`src/include/touch_irq_pkg.sv`:
```
// constants for the touch sensor interrupt unit: register map, fields, resets
// assumes a 32-bit AHB-Lite register bus with one register per aligned word
package touch_irq_pkg;

	// number of conversion stages, stage n maps to bit n
	localparam int STAGES = 12;
	localparam int REG_W = 16;

	// register indices; byte address is four times the index
	localparam logic [29:0] IDX_TOUCH_LOW_EN = 30'h005;
	localparam logic [29:0] IDX_TOUCH_HIGH_EN = 30'h006;
	localparam logic [29:0] IDX_CONV_DONE_EN = 30'h007;
	localparam logic [29:0] IDX_TOUCH_LOW_FLAGS = 30'h008;
	localparam logic [29:0] IDX_TOUCH_HIGH_FLAGS = 30'h009;
	localparam logic [29:0] IDX_CONV_DONE_FLAGS = 30'h00A;

	// field positions
	localparam int GPIO_EN_BIT = 12;
	localparam int GPIO_FLAG_BIT = 12;
	localparam int GPIO_SETUP_LSB = 12;
	localparam int GPIO_TRIG_LSB = 14;

	// reset values
	localparam logic [15:0] ENABLE_RESET = 16'h0000;
	localparam logic [15:0] FLAGS_RESET = 16'h0000;

	// gpio pin configuration, only the input setting raises requests
	localparam logic [1:0] GPIO_SETUP_INPUT = 2'h1;

	// gpio trigger selection
	typedef enum logic [1:0] {
		GPIO_LOW_LEVEL = 2'h0,
		GPIO_RISE_EDGE = 2'h1,
		GPIO_FALL_EDGE = 2'h2,
		GPIO_HIGH_LEVEL = 2'h3
	} gpio_trig_type;

endpackage : touch_irq_pkg

```
`src/core/gpio_trigger.sv`:
```
// gpio trigger detector: level or edge event from the general-purpose input
// assumes gpio_i is already synchronous to clk_i
`timescale 1ns/1ps
module gpio_trigger (
	input wire logic clk_i,
	input wire logic nrst_i,
	input wire logic gpio_i,
	input wire logic active_i,
	input wire logic [1:0] mode_i,
	output logic hit_o
);

	logic prev;
	logic rise;
	logic fall;

	// previous pin level for edge detection
	always_ff @(posedge clk_i or negedge nrst_i) begin
		if (!nrst_i) begin
			prev <= 1'b0;
		end else begin
			prev <= gpio_i;
		end
	end

	assign rise = gpio_i & ~prev;
	assign fall = ~gpio_i & prev;

	// level modes hold while the level lasts, edge modes give one cycle
	always_comb begin
		case (touch_irq_pkg::gpio_trig_type'(mode_i))
			touch_irq_pkg::GPIO_LOW_LEVEL: hit_o = active_i & ~gpio_i;
			touch_irq_pkg::GPIO_RISE_EDGE: hit_o = active_i & rise;
			touch_irq_pkg::GPIO_FALL_EDGE: hit_o = active_i & fall;
			touch_irq_pkg::GPIO_HIGH_LEVEL: hit_o = active_i & gpio_i;
			default: hit_o = 1'b0;
		endcase
	end

endmodule : gpio_trigger

```
`src/core/touch_irq_unit.sv`:
```
// touch sensor interrupt unit: merges conversion, touch and gpio events
// onto one open-drain request, registers over an AHB-Lite slave
// assumes one clock, event inputs synchronous to clk_i, zero-wait bus
`timescale 1ns/1ps

module touch_irq_unit #(
	parameter int STAGES = touch_irq_pkg::STAGES
) (
	input wire logic clk_i,
	input wire logic nrst_i,
	input wire logic hsel_i,
	input wire logic [31:0] haddr_i,
	input wire logic [1:0] htrans_i,
	input wire logic hwrite_i,
	input wire logic [2:0] hsize_i,
	input wire logic [31:0] hwdata_i,
	input wire logic hready_i,
	output logic [31:0] hrdata_o,
	output logic hreadyout_o,
	output logic hresp_o,
	input wire logic [STAGES-1:0] conv_done_i,
	input wire logic [STAGES-1:0] touch_low_i,
	input wire logic [STAGES-1:0] touch_high_i,
	input wire logic gpio_i,
	output logic irq_o,
	output logic irq_oe_o
);

	logic [15:0] touch_low_en;
	logic [15:0] touch_high_en;
	logic [15:0] conv_en;
	logic [STAGES-1:0] conv_flags;
	logic gpio_flag;
	logic [STAGES-1:0] touch_low_q;
	logic [STAGES-1:0] touch_high_q;
	logic touch_pend;
	logic wr_pend;
	logic [29:0] wr_idx;
	logic [31:0] next_rdata;
	logic [STAGES-1:0] next_conv_flags;
	logic next_gpio_flag;
	logic next_touch_pend;
	logic next_pending;
	logic addr_phase;
	logic [29:0] acc_idx;
	logic rd_access;
	logic rd_conv;
	logic rd_touch;
	logic [STAGES-1:0] conv_set;
	logic [STAGES-1:0] touch_low_cur;
	logic [STAGES-1:0] touch_high_cur;
	logic touch_change;
	logic gpio_hit;
	logic gpio_active;
	logic any_event;

	// zero-extend a stage vector into a register word
	function automatic logic [31:0] stage_word(input logic [STAGES-1:0] v);
		logic [31:0] w;
		w = 32'h0000_0000;
		w[STAGES-1:0] = v;
		return w;
	endfunction : stage_word

	// bus decode; only word transfers exist, so hsize is not checked
	assign addr_phase = hsel_i & htrans_i[1] & hready_i;
	assign acc_idx = haddr_i[31:2];
	assign rd_access = addr_phase & ~hwrite_i;
	assign rd_conv = rd_access & (acc_idx == touch_irq_pkg::IDX_CONV_DONE_FLAGS);
	assign rd_touch = rd_access & ((acc_idx == touch_irq_pkg::IDX_TOUCH_LOW_FLAGS) |
		(acc_idx == touch_irq_pkg::IDX_TOUCH_HIGH_FLAGS));
	assign hreadyout_o = 1'b1;
	assign hresp_o = 1'b0;

	// read mux, sampled at the address phase so data shows the pre-clear value
	always_comb begin
		case (acc_idx)
			touch_irq_pkg::IDX_TOUCH_LOW_EN: next_rdata = {16'h0000, touch_low_en};
			touch_irq_pkg::IDX_TOUCH_HIGH_EN: next_rdata = {16'h0000, touch_high_en};
			touch_irq_pkg::IDX_CONV_DONE_EN: next_rdata = {16'h0000, conv_en};
			touch_irq_pkg::IDX_TOUCH_LOW_FLAGS: next_rdata = stage_word(touch_low_i);
			touch_irq_pkg::IDX_TOUCH_HIGH_FLAGS: next_rdata = stage_word(touch_high_i);
			touch_irq_pkg::IDX_CONV_DONE_FLAGS: begin
				next_rdata = stage_word(conv_flags);
				next_rdata[touch_irq_pkg::GPIO_FLAG_BIT] = gpio_flag;
			end
			default: next_rdata = 32'h0000_0000;
		endcase
	end

	// read data register, updated only when a read is accepted
	always_ff @(posedge clk_i or negedge nrst_i) begin
		if (!nrst_i) begin
			hrdata_o <= 32'h0000_0000;
		end else if (rd_access) begin
			hrdata_o <= next_rdata;
		end
	end

	// write address held for the data phase
	always_ff @(posedge clk_i or negedge nrst_i) begin
		if (!nrst_i) begin
			wr_pend <= 1'b0;
			wr_idx <= 30'h0;
		end else if (hready_i) begin
			wr_pend <= addr_phase & hwrite_i;
			wr_idx <= acc_idx;
		end
	end

	// enable registers; writes to status or unmapped words are dropped
	always_ff @(posedge clk_i or negedge nrst_i) begin
		if (!nrst_i) begin
			touch_low_en <= touch_irq_pkg::ENABLE_RESET;
			touch_high_en <= touch_irq_pkg::ENABLE_RESET;
			conv_en <= touch_irq_pkg::ENABLE_RESET;
		end else if (wr_pend) begin
			if (wr_idx == touch_irq_pkg::IDX_TOUCH_LOW_EN)
				touch_low_en <= hwdata_i[15:0];
			if (wr_idx == touch_irq_pkg::IDX_TOUCH_HIGH_EN)
				touch_high_en <= hwdata_i[15:0];
			if (wr_idx == touch_irq_pkg::IDX_CONV_DONE_EN)
				conv_en <= hwdata_i[15:0];
		end
	end

	// completion events of enabled stages; bit n belongs to stage n
	assign conv_set = conv_done_i & conv_en[STAGES-1:0];
	// set beats clear, so a completion during the read stays visible
	assign next_conv_flags = (conv_flags & ~{STAGES{rd_conv}}) | conv_set;

	// gpio raises requests only when configured as an input
	assign gpio_active = (touch_low_en[touch_irq_pkg::GPIO_SETUP_LSB +: 2] ==
		touch_irq_pkg::GPIO_SETUP_INPUT) & conv_en[touch_irq_pkg::GPIO_EN_BIT];

	gpio_trigger u_gpio_trigger (
		.clk_i(clk_i),
		.nrst_i(nrst_i),
		.gpio_i(gpio_i),
		.active_i(gpio_active),
		.mode_i(touch_low_en[touch_irq_pkg::GPIO_TRIG_LSB +: 2]),
		.hit_o(gpio_hit)
	);

	// a held level re-sets the flag each cycle, so a read cannot drop it
	assign next_gpio_flag = (gpio_flag & ~rd_conv) | gpio_hit;

	// touch activations masked by their enables, compared with last cycle
	assign touch_low_cur = touch_low_i & touch_low_en[STAGES-1:0];
	assign touch_high_cur = touch_high_i & touch_high_en[STAGES-1:0];
	// contact, count change and release all differ from the last state
	assign touch_change = (touch_low_cur != touch_low_q) |
		(touch_high_cur != touch_high_q);
	assign next_touch_pend = (touch_pend & ~rd_touch) | touch_change;

	// one request from all three sources
	assign next_pending = (|next_conv_flags) | next_gpio_flag | next_touch_pend;
	// any source setting a flag this cycle, for checking the request's cause
	assign any_event = (|conv_set) | gpio_hit | touch_change;

	// status and request state
	always_ff @(posedge clk_i or negedge nrst_i) begin
		if (!nrst_i) begin
			conv_flags <= touch_irq_pkg::FLAGS_RESET[STAGES-1:0];
			gpio_flag <= 1'b0;
			touch_pend <= 1'b0;
			touch_low_q <= '0;
			touch_high_q <= '0;
			irq_oe_o <= 1'b0;
		end else begin
			conv_flags <= next_conv_flags;
			gpio_flag <= next_gpio_flag;
			touch_pend <= next_touch_pend;
			touch_low_q <= touch_low_cur;
			touch_high_q <= touch_high_cur;
			irq_oe_o <= next_pending;
		end
	end

	// the pin is only ever pulled low, never driven high
	assign irq_o = 1'b0;
endmodule : touch_irq_unit

```
`config.mk`:
```
export PLATFORM = sky130hd
export DESIGN_NAME = touch_irq_unit
export DESIGN_NICKNAME = d
export VERILOG_FILES = /design/src/include/touch_irq_pkg.sv /design/src/core/gpio_trigger.sv /design/src/core/touch_irq_unit.sv
export SDC_FILE = /design/constraint.sdc
export NUM_CORES = 1
export LEC_CHECK = 0
export ABC_AREA = 0
export BUFFER_PORTS_ARGS = -buffer_cell sky130_fd_sc_hd__buf_2
export CORE_MARGIN = 8
export CORE_UTILIZATION = 30
export CTS_CLUSTER_DIAMETER = 80
export DETAILED_ROUTE_END_ITERATION = 6
export GPL_TIMING_DRIVEN = 0
export PLACE_DENSITY = 0.6
export SLEW_MARGIN = 15
export SYNTH_ARGS = -nofsm -noshare
export SYNTH_HDL_FRONTEND = slang
export SYNTH_SLANG_ARGS = --single-unit
```
`constraint.sdc`:
```
create_clock -name clk_i -period 2.05 [get_ports clk_i]
set_input_delay 0.41 -clock clk_i [delete_from_list [all_inputs] [get_ports clk_i]]
set_output_delay 0.41 -clock clk_i [all_outputs]
set_load 0.02 [all_outputs]
```
# After elaboration in Yosys (flattened, before gate mapping)
# Index checks and enable logic that the tools add are counted.
# classes
n_mux,2
n_eq_ne,15
reduce_logical,5
bitwise,32
# ops
operator,n
== test 30 x 3 -> 1 bit (second input constant),6
one-hot mux 16 bit (6 select lines),1
== test 30 x 4 -> 1 bit (second input constant),3
bitwise AND 12 bit,4
inequality test 12 bit,2
bitwise AND 1 bit,15
NOT 12 bit,1
bitwise OR 12 bit,1
OR reduction 12 bit,1
bitwise OR 1 bit,6
AND reduction 2 bit,3
NOT 1 bit,5
== test 2 x 1 -> 1 bit (second input constant),2
== test 2 bit (second input constant),2
one-hot mux 1 bit (4 select lines),1
logical NOT 2 bit,1
# totals
inputBits,111
regBits,151
output_inout_bits,36

# Logic depth before layout (Yosys ltp)
# Gate-level depths: netlist of the first run.
# depth
ltp_word,10
depth_mapped,7
ltp_nobuf,5

# Modules after synthesis
# Synthesis of the first run repeated with hierarchy kept, for this count alone.
# hier_totals
cells_unflattened,516
hier_area_um2,6292.3
# modules_own_cells
mod,instances,seq_area_each_um2,area_each_um2,cells_each
touch_irq_unit,1,3353.2,6236.0,509
gpio_trigger,1,25.0,56.3,7

# Worst setup path before layout of the first run
# No wires, ideal clock.
# synth_path
path_kind,input port to flip-flop
start,input haddr_i[7]
end,register conv_flags[5]
required_time_ns,1.929
arrival_ns,1.878
n_path_buf,1
cell_stages,6
slack_ns,0.051
path_cell_list,nor4_2 nand4_1 or3_4 or3_4 buf_6 a22o_1
# synth_between
elab_chain_len,5
# synth_rtl
element,line_no,rtl
start: declaration,touch_irq_unit.sv:12,"input wire logic [31:0] haddr_i,"
== test 30 x 4 -> 1 bit,touch_irq_unit.sv:69,assign rd_conv = rd_access & (acc_idx == touch_irq_pkg::IDX_CONV_DONE_FLAGS);
bitwise AND 1 bit,touch_irq_unit.sv:69,
NOT 12 bit,touch_irq_unit.sv:130,assign next_conv_flags = (conv_flags & ~{STAGES{rd_conv}}) | conv_set;
bitwise AND 12 bit,touch_irq_unit.sv:130,
bitwise OR 12 bit,touch_irq_unit.sv:130,
named net next_conv_flags[5],touch_irq_unit.sv:40,logic [STAGES-1:0] next_conv_flags;
end signal: assignment,touch_irq_unit.sv:164,conv_flags <= touch_irq_pkg::FLAGS_RESET[STAGES-1:0];
end signal: assignment,touch_irq_unit.sv:171,conv_flags <= next_conv_flags;
end: declaration,touch_irq_unit.sv:32,logic [STAGES-1:0] conv_flags;
# The timed path passes the listed nets, and every way through them passes these cells.
# A chain may end at the register's enable or synchronous reset.

# Worst setup path in the final report of the first run
# layout_path
start,register wr_idx[17]
end,register touch_high_en[10]
# layout_between
elab_chain_len,2
# layout_rtl
element,line_no,rtl
start: declaration,touch_irq_unit.sv:38,logic [29:0] wr_idx;
start signal: assignment,touch_irq_unit.sv:107,wr_idx <= acc_idx;
== test 30 x 3 -> 1 bit,touch_irq_unit.sv:120,if (wr_idx == touch_irq_pkg::IDX_TOUCH_HIGH_EN)
AND reduction 2 bit (no line),-,
end signal: assignment,touch_irq_unit.sv:115,touch_high_en <= touch_irq_pkg::ENABLE_RESET;
end signal: assignment,touch_irq_unit.sv:121,touch_high_en <= hwdata_i[15:0];
end: declaration,touch_irq_unit.sv:30,logic [15:0] touch_high_en;
# No other way between the ends.

==> results of run 1 <==
flip-flops by register name, summed over array words and instances (netlist names):
name,flops
u_gpio_trigger.prev,1
touch_low_q,12
wr_idx,30
hrdata_o,16
wr_pend,1
touch_low_en,16
irq_oe_o,1
touch_pend,1
conv_flags,12
touch_high_q,12
touch_high_en,16
gpio_flag,1
conv_en,16
per-stage QoR:
step	TNS [ps]	utilization (%)	std cells
2_1_floorplan	0	-	534
3_3_place_gp	-213320	34.7	911
3_5_place_dp	-25630	34.9	912
4_1_cts	-131	38.7	953
5_1_grt	-2460	39.9	959
6_report	-102	39.9	959
layer usage:
metal | track usage, % | vias to the layer above
met5 | 0 | -
met2 | 25.2 | 150
met3 | 4.76 | 26
met1 | 17.1 | 2422
li1 | - | 2194
met4 | 5.52 | 2
final timing paths:
kind,start,end,slack [ps],cells past startpoint
max,wr_idx[17]$_DFFE_PN0P_,touch_high_en[10]$_DFFE_PN0P_,-30,7
min,gpio_i,u_gpio_trigger.prev$_DFF_PN0_,140,1
max reg2reg,wr_idx[17]$_DFFE_PN0P_,touch_high_en[10]$_DFFE_PN0P_,-30,7
min reg2reg,hrdata_o[12]$_DFFE_PN0P_,hrdata_o[12]$_DFFE_PN0P_,460,2
max in group asynchronous,nrst_i,hrdata_o[9]$_DFFE_PN0P_,810,3
min in group asynchronous,nrst_i,wr_idx[12]$_DFFE_PN0P_,470,2
cells in the final DEF, fill, tap and decap left out, types with 3 or more instances in the layout:
cell type	netlist	layout
xnor2_1	8	8
a22oi_1	18	18
clkbuf_1	21	17
and3_1	9	9
mux2_2	82	44
a21oi_1	8	8
nor2_1	9	9
o21ai_0	9	9
buf_8	0	4
clkinv_2	0	6
nand4_1	8	8
o22ai_1	4	4
dfrtp_1	135	135
nor4_2	3	8
conb_1	2	19
buf_6	1	8
a221oi_1	12	12
nand3_1	4	4
clkinv_4	0	3
inv_1	19	19
nor4_4	0	3
nor4_1	12	4
a211oi_1	12	12
nand2b_1	3	3
nor2b_1	3	3
xor2_1	8	8
mux2_4	0	38
nand2_1	26	26
a2bb2oi_1	11	11
clkbuf_2	0	4
a22o_1	27	27
buf_4	20	23
clkbuf_16	0	19
a21o_1	12	12
and2_1	8	8
buf_2	5	103
cells by family (layout without fill, tap and decap cells):
kind of cell	count (synthesis)	after routing	share of synthesized area, %
AOI/OAI and AO/OA	116	116	14.1
xor gates and xnor gates	16	16	2.23
buffers and inverters	66	215	5.36
DFF	135	135	53.8
muxes	83	83	14.9
other	2	20	0.120
and+or+nand+nor	99	99	9.47
power by group through the flow:
stage	registers (W)	logic, W	clock network, W
after CTS	0.00277	0.000472	0.00304
after global routing	0.00278	0.000518	0.00316
after global placement	0.00281	0.000449	0
final	0.00277	0.000478	0.00299
after detailed placement	0.00281	0.000462	0
after floorplan	0.00280	0.000217	0
cell type report:
cell class	count	area (µm²)
Clock inverter	13	131
Multi-Input combinational cell	333	2870
Tap cell	275	344
Buffer	47	322
Timing Repair Buffer	117	724
Sequential cell	135	3380
Inverter	19	71.3
Antenna cell	1	2.50
Clock buffer	19	443
Fill cell	2010	12500
repair_timing:
item	CTS	global route
hold buffers	1	0
setup endpoints to repair	50	46
cloned	1	2
gates resized for setup	40	45
endpoints found under the hold margin	46	0
pin swaps	6	4
setup buffers	7	3
==> flow_summary.yaml, run 1 <==
status:
  run_status: "finished, violations left"
  violations: "setup timing"
die:
  fp.coreArea_mm2: 0.0208
  start_util_pct: 30.2
  die_area_mm2: 0.0258
  rows: 53
  die_width_um: 161
  die_h_um: 161
  num_io_pins: 147
power:
  clkPwrFrac_pct: 47.9
  p_leak_nw: 4.11
  total_power_w: 0.00624
  netSwitchingPower_w: 0.00150
  p_int_w: 0.00474
  power_density_mw_per_mm2: 753
  seqPwrFrac_pct: 44.5
  ir_drop_mv: 0.429
  power_frac_comb_pct: 7.7
  switching_share_pct: 24.1
synthesis:
  synth_area_mm2: 0.00628
  avgSynthCellArea_um2: 12.1
  ys_top_cells_by_count: "dfrtp_1 (135), mux2_2 (82), a22o_1 (27), nand2_1 (26), clkbuf_1 (21)"
  synth-main-ff-cell: "dfrtp_1"
  synth-async-reset-ratio_pct: 100
  synth.distinct_cells: 43
  yosys.area.top_type: "dfrtp_1"
  synth_top_area_share_pct: 53.8
  ys_seq_elements: 135
  synthCells: 517
  synth.most_common_cell: "dfrtp_1"
  yosys_warnings: 0
  synth_seq_area_share_pct: 53.8
  synth_area_leaders: "dfrtp_1 (54%), mux2_2 (15%), a22o_1 (3.8%)"
  synth-edff-count: 0
global_routing:
  grt_antenna_before_repair: 2
  grt_pass1_wl_um: 29300
  grt_max_degree: 90
  grt_pass1_vias: 5059
  track_usage_pct: 14.8
  grt.overflow.total: 0
sta:
  fin_ws_ps: -28.2
  slew-limit-headroom_pct: 53.1
  fmax_ghz: 0.481
  rsz0062_at_grt: "true"
  fin_crit_sh_pct: 101
  skew_ps: 10.8
  min_period_ps: 2080
  whs_ps: 140
  setup_viol: 5
  slew_viol_final: 0
  tightest_slew_ps: 704
  hold_viol: 0
routing:
  num_vias: 4794
  drc: 0
  route.met2.wl_um: 9750
  drt_first_pass_iters: 5
  dr_wl_met3_um: 1210
  drt_wl_total_um: 19500
  top_layer_used: "met5"
  wl_met1_um: 8170
  initialDrtViolationCount: 346
  routedWlPerCell_um: 20.4
  viasPerCell: 5.00
  ant_nets: 0
finish:
  fin_area_mm2: 0.00829
  final_nets: 781
  syn2layout_area_growth_pct: 32.0
  drive_above_1_share_pct: 40.7
worst_setup_path:
  endpoint_kind: "flip-flop"
  crit_type: "flip-flop to flip-flop"
  crit_arrival_ps: 2390
  cp_max_fo: 5
  crit_chain: "nor4_2 -> nand4_1 -> buf_4 -> nor4b_4 -> buf_6 -> buf_8 -> mux2_2"
  crit_slowest_cell: "dfrtp_1"
  critPathMaxStageDelay_ps: 390
  startpoint_type: "flip-flop"
  critPathTopFamily: "simple AND/OR/NAND/NOR gates"
  path_buf_inv: 3
  cp.required_ps: 2360
placed_design:
  gp_routability_congestion: 0.838
  dp_slack_ps: -620
  placed_area_mm2: 0.00723
  place.detailed.hpwl_um: 13700
  io_buffers: 102
clocking:
  insertion_delay_ps: 430
  clock-root-buffer: "clkbuf_16"
  cts_sinks: 135
  htreeDepth: 4
  clk_pin_slew_worst_paths_ps: 60
  numCtsBuffers: 17
  cts_tree: "built"
  clockBufferDepth: 2
flow_run:
  maxCapViolations: 0
worst_hold_path:
  hold_class: "primary input to flip-flop"
Note: power is estimated with default switching activity, not from simulation.
==> run 2: changes to the inputs <==
- CORE_UTILIZATION: 30 -> 48
- MAX_ROUTING_LAYER: not set -> met4
- PLACE_DENSITY: 0.6 -> 0.84
==> run 2 against run 1 <==
Net effect:
- the flow still finishes with violations (setup timing)
- combinational power is 0.8% higher
- clock skew is 4.1 ps lower
- clock power is 2% lower
- sequential power hardly changed
- largest cell class unchanged
- highest routed layer is now met4
==> flow_summary.yaml, run 2 (synthesis gave the netlist of run 1 again) <==
sta:
  rsz0062_at_grt: "true"
  whs_ps: 123
  min_period_ps: 2160
  slew_viol_final: 0
  fin_crit_sh_pct: 106
  hold_viol: 0
  setup_tns_ps: -1980
  setup_viol: 33
  skew_ps: 6.74
  fmax_ghz: 0.462
  fin_ws_ps: -113
  slew-limit-headroom_pct: 50.5
  tightest_slew_ps: 743
die:
  num_io_pins: 147
  start_util_pct: 49.4
  rows: 41
  die_h_um: 130
  die_area_mm2: 0.0170
  fp.coreArea_mm2: 0.0127
  die_width_um: 130
power:
  power_density_mw_per_mm2: 760
  p_leak_nw: 4.12
  ir_drop_mv: 0.585
finish:
  num-fill-cells: 948
  largest_reg_flops: 30
  syn2layout_area_growth_pct: 30.0
  final_nets: 780
  top_register: "wr_idx"
  drive_above_1_share_pct: 40.5
  num_antenna_cells: 0
  layout_commonest_cell: "dfrtp_1"
  final_cell_mix: "dfrtp_1 (135), buf_2 (102), mux2_4 (47), mux2_2 (35), a22o_1 (27)"
  stdcell_count: 854
routing:
  viasPerCell: 5.96
  initialDrtViolationCount: 583
  num_vias: 5088
  drt_wl_total_um: 19400
  drt_first_pass_iters: 5
  drc: 0
  ant_nets: 0
  routedWlPerCell_um: 22.7
worst_setup_path:
  endpoint_kind: "flip-flop"
  startpoint_type: "flip-flop"
  crit_type: "flip-flop to flip-flop"
  crit_arrival_ps: 2470
  startpoint: "wr_idx[17]$_DFFE_PN0P_"
  regToRegStartpoint: "wr_idx[17]$_DFFE_PN0P_"
  cp_max_fo: 5
  cp.required_ps: 2350
placed_design:
  place.detailed.hpwl_um: 13100
  io_buffers: 102
  gp_routability_congestion: 0.937
  dp_slack_ps: -497
  place_inst: 809
clocking:
  insertion_delay_ps: 420
  cts_tree: "built"
  htreeDepth: 4
  numCtsBuffers: 17
  clockBufferDepth: 2
  cts_sinks: 135
  clk_pin_slew_worst_paths_ps: 50
  clock-root-buffer: "clkbuf_16"
global_routing:
  grt_antenna_before_repair: 0
  grt.overflow.total: 0
  grt_pass1_wl_um: 28200
  grt_pass1_vias: 5171
  grt_max_degree: 81
  track_usage_pct: 22.8
worst_hold_path:
  hold_class: "primary input to flip-flop"
  hold_path_startpoint: "gpio_i"
status:
  run_status: "finished, violations left"
  violations: "setup timing"
flow_run:
  maxCapViolations: 0
run 2: changes by cell type in the layout (fill, tap and decap cells not counted), moves of 2 or more:
cell / change
nor4_2: -2
clkbuf_2: +2
mux2_2: -9
mux2_4: +9
clkinv_4: -3
nor4_1: +3
run 2: layer usage:
metal	GRT usage, %	vias to the layer above	part of all wire (%)
li1	-	2188	-
met1	27.3	2543	40
met2	36.3	296	49
met3	5.06	61	7.3
met4	10.9	0	3.1
met5	-	-	0
run 2: worst max-delay path: stages (launching register included):
cell     delay, ps
dfrtp_1        380
nor4_1         310
nand4_1        230
buf_4          210
nor4b_4        270
buf_6          170
buf_8          150
mux2_4         310
run 2: what timing repair did:
item | in CTS | in global routing
setup endpoints to repair | 40 | 58
hold buffers | 1 | 0
endpoints found under the hold margin | 55 | 0
buffers inserted | 3 | 6
cloned | 0 | 3
pin swaps | 3 | 3
resized for setup | 16 | 83
run 2: where the power goes:
part	leakage (nW)	internal, W	switching, W
Combinational	2.02	0.000200	0.000282
Sequential	1.82	0.00273	0.0000481
Clock	0.283	0.00184	0.00111
run 2: final cells by class:
type                            count  area, µm²  share of cell area [%]
Buffer                             47        327                    4.00
Tap cell                          172        215                    2.64
Sequential cell                   135       3380                    41.4
Timing Repair Buffer              116        713                    8.74
Multi-Input combinational cell    333       2890                    35.4
Inverter                           19       71.3                   0.874
Clock inverter                     10        103                    1.26
Clock buffer                       22        464                    5.69
run 2: stage by stage:
stage	area (µm²)	util [%]	power, W
after floorplan	6340	-	0.00302
after detailed placement	7100	55.8	0.00326
after global routing	8160	64.2	0.00639
after CTS	7770	61.1	0.00619
final	8160	64.2	0.00620
after global placement	7070	55.6	0.00323
run 2: final timing paths:
path,to,slack (ps),cells past startpoint
worst max-delay path,touch_high_en[5]$_DFFE_PN0P_,-110,7
worst min-delay path,u_gpio_trigger.prev$_DFF_PN0_,120,1
worst max register to register,touch_high_en[5]$_DFFE_PN0P_,-110,7
worst min register to register,hrdata_o[3]$_DFFE_PN0P_,470,1
max in group asynchronous,wr_idx[12]$_DFFE_PN0P_,760,3
min in group asynchronous,touch_low_en[6]$_DFFE_PN0P_,520,2
==> run 3: changes to the inputs <==
- RECOVER_POWER: not set -> 25
==> run 3 against run 2 <==
Net effect:
- the run still ends with setup timing left
- sequential cell count stayed put
- worst hold slack better by 9.1 ps
- register-to-register slack about the same
- setup slack lost 0.83 ps
- cell count did not move
- global-route usage is the same
- utilization decreased by 0.059 points
- combinational power is essentially flat
- power barely moved
- first-iteration DRC count decreased by 1.5%
- sequential power about the same
- count of clock-buffer cells in the layout unchanged
- highest routed layer unchanged
==> flow_summary.yaml, run 3 (synthesis gave the netlist of run 1 again) <==
global_routing:
  grt_max_degree: 81
  grt_pass1_vias: 5171
  grt.overflow.total: 0
  track_usage_pct: 22.8
  grt_antenna_before_repair: 0
  grt_pass1_wl_um: 28200
placed_design:
  dp_slack_ps: -497
  place.detailed.hpwl_um: 13100
  placed_area_mm2: 0.00710
  place_inst: 809
  io_buffers: 102
  gp_routability_congestion: 0.937
die:
  start_util_pct: 49.4
  die_h_um: 130
  die_area_mm2: 0.0170
  die_width_um: 130
  rows: 41
  fp.coreArea_mm2: 0.0127
  num_io_pins: 147
clocking:
  cts_tree: "built"
  numCtsBuffers: 17
  htreeDepth: 4
  clock-root-buffer: "clkbuf_16"
  clockBufferDepth: 2
  insertion_delay_ps: 430
  clk_pin_slew_worst_paths_ps: 50
  cts_sinks: 135
sta:
  tightest_slew_ps: 1430
  min_period_ps: 2160
  fin_crit_sh_pct: 106
  rsz0062_at_grt: "true"
  setup_viol: 33
  hold_viol: 0
  slew-limit-headroom_pct: 4.88
  fmax_ghz: 0.462
  fin_ws_ps: -114
  slew_viol_final: 0
  skew_ps: 6.55
finish:
  syn2layout_area_growth_pct: 29.9
  largest_reg_flops: 30
  final_nets: 780
  top_register: "wr_idx"
  num_antenna_cells: 0
  drive_above_1_share_pct: 40.3
  final_util_pct: 64.1
  fin_area_mm2: 0.00815
  stdcell_count: 854
  final_cell_mix: "dfrtp_1 (135), buf_2 (101), mux2_4 (47), mux2_2 (35), a22o_1 (27)"
  layout_commonest_cell: "dfrtp_1"
worst_setup_path:
  endpoint_kind: "flip-flop"
  cp_max_fo: 5
  cp.required_ps: 2350
  crit_type: "flip-flop to flip-flop"
  startpoint_type: "flip-flop"
  crit_arrival_ps: 2470
flow_run:
  maxCapViolations: 0
routing:
  num_vias: 5057
  ant_nets: 0
  viasPerCell: 5.92
  routedWlPerCell_um: 22.7
  drt_wl_total_um: 19400
  initialDrtViolationCount: 574
  drt_first_pass_iters: 5
  drc: 0
power:
  clkPwrFrac_pct: 47.5
  p_int_w: 0.00476
  ir_drop_mv: 0.582
  seqPwrFrac_pct: 44.8
  power_frac_comb_pct: 7.7
  p_leak_nw: 4.11
  total_power_w: 0.00620
  power_density_mw_per_mm2: 761
  switching_share_pct: 23.2
  netSwitchingPower_w: 0.00144
status:
  violations: "setup timing"
  run_status: "finished, violations left"
worst_hold_path:
  hold_class: "primary input to flip-flop"
run 3: cell count changes in the layout (fill, tap and decap cells not counted):
cell      previous run  this run
clkbuf_1            18        19
buf_2              102       101
and2_0               0         4
buf_6                8         7
clkbuf_2             6         7
and2_1               8         4
run 3: routing by layer:
metal | vias to the layer above | track usage [%] | routed length, µm
li1 | 2180 | - | -
met3 | 62 | 5.06 | 1560
met4 | 0 | 10.9 | 631
met2 | 283 | 36.3 | 9490
met1 | 2532 | 27.3 | 7720
met5 | - | - | 0
run 3: power groups by stage:
stage	Clock [W]	Sequential [W]	Combinational (W)
after floorplan	0	0.00280	0.000217
after global placement	0	0.00281	0.000427
after detailed placement	0	0.00281	0.000452
after CTS	0.00296	0.00277	0.000459
after global routing	0.00309	0.00278	0.000515
final	0.00294	0.00278	0.000479
run 3: critical path, stage by stage, from the launching register on:
cell and delay (ps):
dfrtp_1 380, nor4_1 310, nand4_1 230, buf_4 210
nor4b_4 270, buf_6 170, buf_8 150, mux2_4 310
run 3: metrics by stage:
| stage | TNS (ps) | hold WS, ps |
|---|---|---|
| 5_1_grt | -14290 | 141 |
| 6_report | -1960 | 132 |
| 3_5_place_dp | -20610 | 406 |
| 3_3_place_gp | -167440 | 455 |
| 4_1_cts | -242 | 108 |
| 2_1_floorplan | 0 | 114 |
run 3: final cells by class:
class	count	area, µm²
Fill cell	951	4570
Inverter	19	71.3
Clock buffer	22	464
Tap cell	172	215
Sequential cell	135	3380
Buffer	47	327
Multi-Input combinational cell	333	2890
Clock inverter	10	103
Timing Repair Buffer	116	706
run 3: worst paths after layout:
check                                        start                             to  slack, ps  depth (start not counted)
max                         wr_idx[17]$_DFFE_PN0P_   touch_high_en[5]$_DFFE_PN0P_       -110                          7
min                                         gpio_i  u_gpio_trigger.prev$_DFF_PN0_        130                          1
max reg2reg                 wr_idx[17]$_DFFE_PN0P_   touch_high_en[5]$_DFFE_PN0P_       -110                          7
min reg2reg                hrdata_o[3]$_DFFE_PN0P_        hrdata_o[3]$_DFFE_PN0P_        470                          1
max in group asynchronous                   nrst_i         wr_idx[12]$_DFFE_PN0P_        160                          3
min in group asynchronous                   nrst_i    touch_low_en[6]$_DFFE_PN0P_        860                          2
run 3: repair_timing:
action / CTS / global route
pin swaps: 3 / 3
endpoints found under the hold margin: 55 / 0
setup buffers: 3 / 6
gates resized for setup: 16 / 83
hold buffers: 1 / 0
endpoints found under the setup margin: 40 / 58
gates cloned: 0 / 3
